==> src/hdl/mcsc_pkg.sv <==
// package: states, command carriers and timing constants of the core state control
`default_nettype none
package mcsc_pkg;
	// ----------------------------------------------------------------
	// timing
	// ----------------------------------------------------------------
	localparam int CLK_MHZ = 250; // core clock rate in MHz
	localparam int REF_SETTLE_US = 4000; // reference settle time, us
	localparam int REF_SETTLE_CYC = REF_SETTLE_US * CLK_MHZ;
	localparam int SLEEP_MS = 1800; // inactivity sleep time, ms
	localparam int SLEEP_CYC = SLEEP_MS * 1000 * CLK_MHZ;
	localparam int UPD_US = 1000; // continuous result period, 1 kHz
	localparam int UPD_CYC = UPD_US * CLK_MHZ;
	localparam int CONV_US = 1000; // one single conversion cycle, us
	localparam int CONV_CYC = CONV_US * CLK_MHZ;
	localparam int CNT_W = 32; // width of every timer
	// ----------------------------------------------------------------
	// encodings
	// ----------------------------------------------------------------
	localparam int NUM_ADC = 4; // cell, redundant, aux, second aux
	localparam int NUM_GPIO = 10; // general purpose pins
	localparam int RET_BYTES = 6; // retention bytes kept in sleep
	localparam int GPIO_MST_LO = 2; // index of pin three
	localparam int GPIO_MST_HI = 4; // index of pin five
	localparam logic [7:0] RET_RST = 8'h00; // retention byte at power-on
	localparam logic [NUM_GPIO-1:0] GPIO_DIR_RST = 10'h000; // all inputs

	typedef enum logic [2:0] {
		ST_STANDBY = 3'b000,
		ST_SLEEP = 3'b001,
		ST_REFUP = 3'b010,
		ST_MEASURE = 3'b011,
		ST_EXTBAL = 3'b100,
		ST_SETTLE = 3'b101
	} mcsc_state_type;

	// one host command, already decoded by the serial front end
	typedef struct packed {
		logic valid; // any valid command, one-cycle pulse
		logic [NUM_ADC-1:0] convert; // which converter command, one-hot
		logic continuousConversion; // repeat conversions when set
		logic writeConfigGroupA; // config group a write
		logic referenceKeepOn; // written value of reference_keep_on
	} mcsc_cmd_type;

	// power controls toward the analog side
	typedef struct packed {
		logic reference_keep_on; // reference powered
		logic [NUM_ADC-1:0] adcOn; // converters powered
		logic isoIdle; // isolated ports held idle
		logic driveOn; // regulator control output, 0 means 0 v
		logic pwmAllowed; // pwm discharge may run
		logic timersRun; // watchdog and discharge timer running
	} mcsc_pwr_type;
endpackage : mcsc_pkg
`default_nettype wire

==> src/hdl/monitor_core_state_control.sv <==
// file: operating-state sequencer of the battery monitor core
`default_nettype none
module monitor_core_state_control #(
	parameter int REF_SETTLE_CYC = mcsc_pkg::REF_SETTLE_CYC, // settle count
	parameter int SLEEP_CYC = mcsc_pkg::SLEEP_CYC, // inactivity count
	parameter int UPD_CYC = mcsc_pkg::UPD_CYC, // continuous period
	parameter int CONV_CYC = mcsc_pkg::CONV_CYC // single cycle length
) (
	input wire logic core_clk, // core clock
	input wire logic nrst, // power-on reset, active low
	input wire mcsc_pkg::mcsc_cmd_type cmd, // decoded host command
	input wire logic watchdogTimeout, // watchdog ran out, pulse
	input wire logic wakeUp, // wake-up signal, pulse
	input wire logic dischargeTimeoutNonZero, // discharge_timeout not 0
	input wire logic dischargeExpired, // discharge timeout ran out, pulse
	input wire logic interfaceSelectPin, // high isolated, low spi
	input wire logic chipSelect_n, // four-wire chip select, active low
	input wire logic serialDataOut, // serial bit to send
	input wire logic retWrite, // retention byte write strobe
	input wire logic [2:0] retAddr, // retention byte index
	input wire logic [7:0] retData, // retention byte value
	input wire logic [mcsc_pkg::NUM_GPIO-1:0] gpioDirOut, // 1 = output
	input wire logic [mcsc_pkg::NUM_GPIO-1:0] gpioOutVal, // output value
	input wire logic [mcsc_pkg::NUM_GPIO-1:0] gpioIn, // pin levels
	input wire logic gpioMasterEn, // pins three-five as master port
	output mcsc_pkg::mcsc_state_type coreState, // current state
	output mcsc_pkg::mcsc_pwr_type pwr, // power controls
	output logic [mcsc_pkg::NUM_ADC-1:0] resultUpdate, // result stored
	output logic [mcsc_pkg::NUM_ADC-1:0] filterFeed, // result to iir
	output logic [mcsc_pkg::NUM_ADC-1:0] convRestart, // conversion start
	output logic isoMode, // isolated interface selected
	output logic spiSelected, // four-wire frame in progress
	output logic sdoOut, // serial output driven level, always 0
	output logic sdoOe_n, // serial output enable, low pulls low
	output logic regsClear, // reset of ordinary registers, pulse
	output logic [8*mcsc_pkg::RET_BYTES-1:0] retention, // kept bytes
	output logic [mcsc_pkg::NUM_GPIO-1:0] gpioOut, // pin output value
	output logic [mcsc_pkg::NUM_GPIO-1:0] gpioOe_n, // pin enable, low
	output logic [mcsc_pkg::NUM_GPIO-1:0] gpioInReg, // sampled pins
	output logic masterPortOn // master port owns pins three-five
);

	// ----------------------------------------------------------------
	// state record
	// ----------------------------------------------------------------
	typedef struct packed {
		mcsc_pkg::mcsc_state_type state; // core state
		logic keepOn; // reference_keep_on value
		logic continuous_conversion; // continuous conversion active
		logic [mcsc_pkg::NUM_ADC-1:0] active; // converters in use
		logic [mcsc_pkg::CNT_W-1:0] convCnt; // conversion cycle timer
		mcsc_pkg::mcsc_pwr_type pwr; // registered power controls
		logic [mcsc_pkg::NUM_ADC-1:0] upd; // result update pulse
		logic [mcsc_pkg::NUM_ADC-1:0] filt; // filter feed pulse
		logic [mcsc_pkg::NUM_ADC-1:0] rst; // conversion restart pulse
		logic iso; // interface mode
		logic spiSel; // chip select asserted
		logic sdoOe_n; // serial output enable
		logic clr; // register clear pulse
		logic [8*mcsc_pkg::RET_BYTES-1:0] ret; // retention bytes
		logic [mcsc_pkg::NUM_GPIO-1:0] gOut; // gpio outputs
		logic [mcsc_pkg::NUM_GPIO-1:0] gOe_n; // gpio enables
		logic [mcsc_pkg::NUM_GPIO-1:0] gIn; // gpio inputs
		logic mst; // master port active
		logic armed; // inactivity timer armed once after reset
	} mcsc_core_type;
	mcsc_core_type st_ff; // registered state
	mcsc_core_type nxt_st; // next state

	// ----------------------------------------------------------------
	// timers
	// ----------------------------------------------------------------
	logic settleDone; // reference settled, pulse
	logic sleepDone; // inactivity elapsed, pulse
	logic settleStart; // start reference settle
	logic idleState; // state in which inactivity counts, settle too
	logic idleNext; // state being entered also counts inactivity
	logic anyConv; // a convert command this cycle
	logic keepOnWrite; // config write sets keep-on this cycle
	logic keepOnNext; // keep-on value after this cycle

	assign anyConv = cmd.valid && (cmd.convert != '0);
	assign keepOnWrite = cmd.valid && cmd.writeConfigGroupA;
	assign keepOnNext = keepOnWrite ? cmd.referenceKeepOn : st_ff.keepOn;
	assign idleState = st_ff.state inside {mcsc_pkg::ST_STANDBY,
		mcsc_pkg::ST_REFUP, mcsc_pkg::ST_SETTLE};
	assign idleNext = nxt_st.state inside {mcsc_pkg::ST_STANDBY,
		mcsc_pkg::ST_REFUP, mcsc_pkg::ST_SETTLE};
	// settle begins from standby on convert or on keep-on set
	assign settleStart = (st_ff.state == mcsc_pkg::ST_STANDBY) &&
		(anyConv || (keepOnWrite && cmd.referenceKeepOn));

	// settle timer starts only when settle begins from standby; converts while waiting do not restart it
	mcsc_timer u_settle (
		.core_clk(core_clk),
		.nrst(nrst),
		.restart(settleStart),
		.stop(st_ff.state != mcsc_pkg::ST_SETTLE && !settleStart),
		.load(REF_SETTLE_CYC[mcsc_pkg::CNT_W-1:0]),
		.expired(settleDone)
	);

	// inactivity timer: every valid command rearms it
	mcsc_timer u_sleep (
		.core_clk(core_clk),
		.nrst(nrst),
		.restart(cmd.valid || !st_ff.armed ||
			(idleNext && !idleState)),
		.stop(!idleNext),
		.load(SLEEP_CYC[mcsc_pkg::CNT_W-1:0]),
		.expired(sleepDone)
	);

	// ----------------------------------------------------------------
	// next state
	// ----------------------------------------------------------------
	// one process builds every field; state decides power and timers
	always_comb begin
		nxt_st = st_ff;
		nxt_st.upd = '0;
		nxt_st.filt = '0;
		nxt_st.rst = '0;
		nxt_st.clr = 1'b0;
		nxt_st.keepOn = keepOnNext;
		nxt_st.armed = 1'b1;
		unique case (st_ff.state)
			mcsc_pkg::ST_STANDBY: begin
				if (settleStart) begin
					nxt_st.state = mcsc_pkg::ST_SETTLE;
				end else if (sleepDone && !cmd.valid) begin
					nxt_st.state = dischargeTimeoutNonZero ?
						mcsc_pkg::ST_EXTBAL : mcsc_pkg::ST_SLEEP;
				end
			end
			mcsc_pkg::ST_SETTLE: begin
				if (settleDone) begin
					// a pending convert measures, else hold reference
					nxt_st.state = (st_ff.active != '0) ?
						mcsc_pkg::ST_MEASURE : mcsc_pkg::ST_REFUP;
					nxt_st.rst = st_ff.active;
					nxt_st.convCnt = '0;
				end
			end
			mcsc_pkg::ST_REFUP: begin
				if (anyConv) begin
					nxt_st.state = mcsc_pkg::ST_MEASURE;
					nxt_st.rst = cmd.convert;
					nxt_st.convCnt = '0;
				end else if (keepOnWrite && !cmd.referenceKeepOn) begin
					nxt_st.state = mcsc_pkg::ST_STANDBY;
				end else if (sleepDone && !cmd.valid) begin
					nxt_st.state = dischargeTimeoutNonZero ?
						mcsc_pkg::ST_EXTBAL : mcsc_pkg::ST_SLEEP;
				end
			end
			mcsc_pkg::ST_MEASURE: begin
				nxt_st.convCnt = st_ff.convCnt + 32'h0000_0001;
				if (anyConv) begin
					// resynchronise: affected converters start over
					nxt_st.rst = cmd.convert;
					nxt_st.convCnt = '0;
				end else if (st_ff.continuous_conversion) begin
					if (st_ff.convCnt ==
						UPD_CYC[mcsc_pkg::CNT_W-1:0] - 32'h0000_0001) begin
						nxt_st.upd = st_ff.active;
						nxt_st.filt = st_ff.active;
						nxt_st.convCnt = '0;
					end
				end else if (st_ff.convCnt ==
					CONV_CYC[mcsc_pkg::CNT_W-1:0] - 32'h0000_0001) begin
					nxt_st.upd = st_ff.active;
					nxt_st.active = '0;
					nxt_st.state = keepOnNext ?
						mcsc_pkg::ST_REFUP : mcsc_pkg::ST_STANDBY;
				end
			end
			mcsc_pkg::ST_EXTBAL: begin
				if (cmd.valid) begin
					nxt_st.state = mcsc_pkg::ST_STANDBY;
				end else if (dischargeExpired) begin
					nxt_st.state = mcsc_pkg::ST_SLEEP;
				end
			end
			mcsc_pkg::ST_SLEEP: begin
				if (wakeUp) begin
					nxt_st.state = mcsc_pkg::ST_STANDBY;
				end
			end
			default: begin
				nxt_st.state = mcsc_pkg::ST_STANDBY;
			end
		endcase
		// any convert picks converters and mode, except in sleep or extended balancing
		if (anyConv && st_ff.state != mcsc_pkg::ST_SLEEP &&
			st_ff.state != mcsc_pkg::ST_EXTBAL) begin
			nxt_st.active = cmd.convert;
			nxt_st.continuous_conversion = cmd.continuousConversion;
		end
		// watchdog overrides everything but an already sleeping core
		if (watchdogTimeout && st_ff.state != mcsc_pkg::ST_SLEEP) begin
			nxt_st.state = mcsc_pkg::ST_SLEEP;
		end
		// entering sleep clears ordinary registers, retention stays
		if (nxt_st.state == mcsc_pkg::ST_SLEEP &&
			st_ff.state != mcsc_pkg::ST_SLEEP) begin
			nxt_st.clr = 1'b1;
			nxt_st.keepOn = 1'b0;
			nxt_st.continuous_conversion = 1'b0;
			nxt_st.active = '0;
			nxt_st.gOe_n = '1;
			nxt_st.gOut = '0;
		end else if (retWrite &&
			retAddr < 3'(mcsc_pkg::RET_BYTES)) begin
			nxt_st.ret[retAddr*8 +: 8] = retData;
		end
		// power follows the state being entered
		nxt_st.pwr = '0;
		nxt_st.pwr.timersRun = 1'b1;
		nxt_st.pwr.pwmAllowed = 1'b1;
		nxt_st.pwr.driveOn = 1'b1;
		unique case (nxt_st.state)
			mcsc_pkg::ST_SLEEP: begin
				nxt_st.pwr.isoIdle = 1'b1;
				nxt_st.pwr.driveOn = 1'b0;
				nxt_st.pwr.pwmAllowed = 1'b0;
				nxt_st.pwr.timersRun = 1'b0;
			end
			mcsc_pkg::ST_SETTLE, mcsc_pkg::ST_REFUP: begin
				nxt_st.pwr.reference_keep_on = 1'b1;
			end
			mcsc_pkg::ST_MEASURE: begin
				nxt_st.pwr.reference_keep_on = 1'b1;
				nxt_st.pwr.adcOn = nxt_st.active;
			end
			default: begin
				nxt_st.pwr.reference_keep_on = 1'b0;
			end
		endcase
		// interface mode and open-drain serial output
		nxt_st.iso = interfaceSelectPin;
		nxt_st.spiSel = !interfaceSelectPin && !chipSelect_n;
		nxt_st.sdoOe_n = !(nxt_st.spiSel && !serialDataOut);
		// general purpose pins
		nxt_st.gIn = gpioIn;
		nxt_st.mst = gpioMasterEn;
		if (nxt_st.state != mcsc_pkg::ST_SLEEP) begin
			nxt_st.gOut = gpioOutVal;
			nxt_st.gOe_n = ~gpioDirOut;
		end
	end

	// ----------------------------------------------------------------
	// register; reset lands in standby with defaults
	// ----------------------------------------------------------------
	always_ff @(posedge core_clk) begin
		if (!nrst) begin
			st_ff <= '0;
			st_ff.state <= mcsc_pkg::ST_STANDBY;
			st_ff.sdoOe_n <= 1'b1;
			st_ff.gOe_n <= ~mcsc_pkg::GPIO_DIR_RST;
			st_ff.pwr.driveOn <= 1'b1;
			st_ff.pwr.pwmAllowed <= 1'b1;
			st_ff.pwr.timersRun <= 1'b1;
			st_ff.ret <= {mcsc_pkg::RET_BYTES{mcsc_pkg::RET_RST}};
		end else begin
			st_ff <= nxt_st;
		end
	end

	// ----------------------------------------------------------------
	// outputs, all but sdoOut, gpioOut and gpioOe_n straight from the state record
	// ----------------------------------------------------------------
	assign coreState = st_ff.state;
	assign pwr = st_ff.pwr;
	assign resultUpdate = st_ff.upd;
	assign filterFeed = st_ff.filt;
	assign convRestart = st_ff.rst;
	assign isoMode = st_ff.iso;
	assign spiSelected = st_ff.spiSel;
	assign sdoOut = 1'b0; // open drain never drives high
	assign sdoOe_n = st_ff.sdoOe_n;
	assign regsClear = st_ff.clr;
	assign retention = st_ff.ret;
	assign gpioInReg = st_ff.gIn;
	assign masterPortOn = st_ff.mst;

	// master port owns pins three to five; one loop over the pins
	genvar gi;
	generate
		for (gi = 0; gi < mcsc_pkg::NUM_GPIO; gi++) begin : g_pin
			if (gi >= mcsc_pkg::GPIO_MST_LO && gi <= mcsc_pkg::GPIO_MST_HI)
			begin : g_mst
				assign gpioOut[gi] = st_ff.gOut[gi] && !st_ff.mst;
				assign gpioOe_n[gi] = st_ff.gOe_n[gi] || st_ff.mst;
			end else begin : g_plain
				assign gpioOut[gi] = st_ff.gOut[gi];
				assign gpioOe_n[gi] = st_ff.gOe_n[gi];
			end
		end
	endgenerate
endmodule : monitor_core_state_control
`default_nettype wire

==> src/hdl/mcsc_timer.sv <==
// file: a loadable down counter that pulses when it runs out
`default_nettype none
module mcsc_timer (
	input wire logic core_clk, // core clock
	input wire logic nrst, // synchronous reset, active low
	input wire logic restart, // reload and start counting
	input wire logic stop, // halt without firing
	input wire logic [mcsc_pkg::CNT_W-1:0] load, // cycles to count
	output logic expired // one-cycle pulse at run out
);
	// ----------------------------------------------------------------
	// state
	// ----------------------------------------------------------------
	typedef struct packed {
		logic run; // counting
		logic [mcsc_pkg::CNT_W-1:0] cnt; // cycles left
		logic fire; // registered expiry pulse
	} mcsc_tmr_type;
	mcsc_tmr_type st_ff; // registered state
	mcsc_tmr_type nxt_st; // next state

	// restart wins over stop so a fresh command always rearms
	always_comb begin
		nxt_st = st_ff;
		nxt_st.fire = 1'b0;
		if (restart) begin
			nxt_st.run = 1'b1;
			nxt_st.cnt = load;
		end else if (stop) begin
			nxt_st.run = 1'b0;
		end else if (st_ff.run) begin
			if (st_ff.cnt <= 32'h0000_0001) begin
				nxt_st.run = 1'b0;
				nxt_st.fire = 1'b1;
			end else begin
				nxt_st.cnt = st_ff.cnt - 32'h0000_0001;
			end
		end
	end

	// register
	always_ff @(posedge core_clk) begin
		if (!nrst) begin
			st_ff <= '0;
		end else begin
			st_ff <= nxt_st;
		end
	end

	assign expired = st_ff.fire;
endmodule : mcsc_timer
`default_nettype wire

==> config.mk <==
export PLATFORM = sky130hd
export DESIGN_NAME = monitor_core_state_control
export DESIGN_NICKNAME = d
export VERILOG_FILES = /design/src/hdl/mcsc_pkg.sv /design/src/hdl/monitor_core_state_control.sv /design/src/hdl/mcsc_timer.sv
export SDC_FILE = /design/constraint.sdc
export NUM_CORES = 1
export LEC_CHECK = 0
export BUFFER_PORTS_ARGS = -buffer_cell sky130_fd_sc_hd__buf_2
export CORE_MARGIN = 1
export CORE_UTILIZATION = 49
export DETAILED_ROUTE_END_ITERATION = 6
export GPL_ROUTABILITY_DRIVEN = 0
export PLACE_DENSITY_LB_ADDON = 0.3
export SLEW_MARGIN = 10
export SYNTH_ARGS = -nofsm -noshare
export SYNTH_HDL_FRONTEND = slang
export SYNTH_SLANG_ARGS = --single-unit
==> constraint.sdc <==
create_clock -name core_clk -period 7.5 [get_ports core_clk]
set_input_delay 0 -clock core_clk [delete_from_list [all_inputs] [get_ports core_clk]]
set_output_delay 0 -clock core_clk [all_outputs]
set_load 0.005 [all_outputs]
==> metrics.yaml <==
synth_seq_cells: 212
drt_iter0_markers: 576
yosys-top-cells-area: "dfxtp_1 (42%), buf_4 (7.3%), mux2i_1 (5.0%)"
final_max_slew_viol_count: 0
place_hpwl_um: 16300
leakage_nw: 4.82
postSynth.asyncResetShare_pct: 0
cts_root_buffer: "clkbuf_16"
placedCellCount: 1424
portBuffers: 166
critPathKind: "input port to register"
io_pins: 168
vdd_ir_drop_max_v: 0.000171
reg2reg_depth: 7
clk_pin_slew_ns: 0.06
ant_nets: 0
grt_util_all_layers_pct: 23.0
synthDistinctLibCells: 71
synth_xor_area_share_pct: 4.35
core_um2: 19800
grt.overflow.total: 0
fin_nets: 1319
synth_edf_count: 0
finalSetupTns_ns: 0
synth_flop_cell: "dfxtp_1"
crit_arrival_ns: 4.58
synth_top_area_share_pct: 42.3
wl_per_cell_um: 16.2
synth_mux_area_share_pct: 5.33
numCtsBuffers: 23
synth.yosys.seq_area_share_pct: 42.3
drc: 0
cts_tree: "yes"
synth_compound_area_share_pct: 12.5
synth_top_family_by_area: "simple AND/OR/NAND/NOR gates"
first_global_vias: 8296
whs_ns: 0.0867
fmaxAchievable_mhz: 239
grt_pass1_wl_um: 40600
setup_viol_count_final: 0
fp.dieW_um: 145
grt_max_degree: 78
viasPerCell: 5.56
status: "complete, no violations"
cp.required_ns: 7.89
rows: 51
syn2layout_area_growth_pct: 17.5
drive_above_1_share_pct: 19.2
vias: 8533
finalHoldViolCount: 0
hold_path_class: "input port to register"
final.min_clock_period_ns: 4.19
hold_depth: 5
synth-simple-area-share_pct: 24.3
skew_ns: 0.0155
antenna_found_initial: 1
relSlewSlack_pct: 18.4
synthCells: 1136
rrSetupSlack_ns: 3.39
initial_core_util_pct: 50.7
die-area_um2: 21000
yosys.area_share.adder_pct: 0.873
htreeDepth: 1
rsz0062_at_grt: "false"
cts.path.max_buffers: 3
avgSynthCellArea_um2: 8.83
crit_path_start_kind: "input port"
min_period_over_period_pct: 55.8
syn_nets: 1203
tightest_slew_ns: 1.22
clk_latency_ns: 0.50
cp-end-kind: "register"
drv_cap: 0
clock-sinks: 212
drt_wl_total_um: 24800
ys.warnings.count: 0
dr.pass1.iters: 4
netlist_area_um2: 10000
cp_max_fo: 27
yosysTopAreaCell: "dfxtp_1"
final_cells: 1534
power_density_nw_per_um2: 231
fp.dieH_um: 145
-- layout by cell type, fill, tap and decap left out, types with 16 or more instances in the layout --
master and n:
dlygate4sd3_1 68, nor2_1 98, xor2_1 37, and2_1 21, or3_1 25, inv_1 22
a21oi_1 43, or4_1 22, nor4_1 22, nand4_1 16, mux2i_1 50, clkbuf_16 23
nor3_1 38, nand2_1 115, o31a_1 19, o21ai_0 22, nand3_1 38, dfxtp_1 212
buf_2 165
-- report_power, final --
| part | switching (mW) | leakage (nW) | internal [mW] |
|---|---|---|---|
| logic | 0.206 | 2.71 | 0.142 |
| registers | 0.0353 | 1.72 | 1.17 |
| clock network | 0.461 | 0.388 | 0.711 |
| total | 0.703 | 4.82 | 2.02 |
-- registers in the layout, indices dropped and copies added, names as in the netlist, 3 cells and up --
register and cells:
u_settle.st_ff 33, gpioInReg 10, filterFeed 4, st_ff 45
gpioOut 7, u_sleep.st_ff 33, retention 48, resultUpdate 4
convRestart 4, gpioOe_n 7, pwr 7, coreState 3
-- cell families after synthesis --
logic type | Yosys count
fa+ha+maj | 7
xor+xnor | 49
simple gates | 469
mux | 52
buf+inv | 171
compound gates | 175
flops | 212
other cells | 1
-- synthesized netlist by cell type (all sizes together) (3+ instances only) --
library cell,n
o31a,19
or2,13
a2111oi,3
or4,22
nand4b,3
dfxtp,212
and3,6
o2bb2ai,6
o211ai,4
inv,22
and4,5
mux2i,51
a211oi,5
o21a,10
o21ai,27
or4b,4
a31oi,3
xor2,37
nand3,39
clkbuf,42
nor2b,9
nand4,16
o31ai,9
nand2b,9
a22oi,14
xnor2,12
nor4,25
o41ai,4
nand2,115
or3,26
a221o,5
nor2,98
nand3b,9
a21oi,43
nor3,39
nor4b,5
a21o,4
o211a,6
ha,7
buf,107
a32oi,4
and2,21
-- path summary, 6_finish.rpt --
kind,from,to
setup / recovery,cmd[3],retention[12]
hold / removal,watchdogTimeout,pwr[8]
setup reg to reg,coreState[1],retention[12]
hold reg to reg,retention[15],retention[15]
-- final cells by class --
class | instances | area (um2)
multi-input cells | 753 | 4770
clock buffers | 29 | 638
fillers | 1710 | 7990
clock inverters | 12 | 159
repair buffers | 240 | 1560
flip-flops and latches | 212 | 4240
well taps | 265 | 332
inverters | 22 | 82.6
diodes | 1 | 2.50
-- layer usage --
layer / up-vias / share of wire [%] / track usage (%)
met5: - / 0 / 0
met4: 0 / 3.8 / 8.63
met3: 79 / 5.2 / 4.43
met2: 254 / 48 / 40.2
met1: 4027 / 43 / 27.8
li1: 4173 / - / -
-- what timing repair did --
item | in CTS | in global routing
buffers inserted | 0 | 0
endpoints found under the setup margin | 0 | 0
hold buffers | 68 | 0
gates resized for setup | 0 | 0
hold endpoints to repair | 106 | 0
-- worst max-delay path, stage by stage --
cell and delay (ns):
dlygate4sd3_1 0.54, buf_2 0.15, or4_1 0.58, o2111ai_1 0.81, o311ai_1 0.35, nand2_1 0.28
nand3_2 0.50, o211a_1 0.61, mux2i_1 0.18, dlygate4sd3_1 0.57
-- stage by stage --
step           power (mW)  utilization (%)  worst slack [ns]  instance area (um2)
2_1_floorplan        1.47                -              4.65                10000
3_3_place_gp         1.53             52.1              3.69                10300
3_5_place_dp         1.54             52.1              3.61                10300
4_1_cts              2.74             59.6              3.34                11800
5_1_grt              2.83             59.6              3.08                11800
6_report             2.72             59.6              3.31                11800
Note: power is estimated with default switching activity, not from simulation.
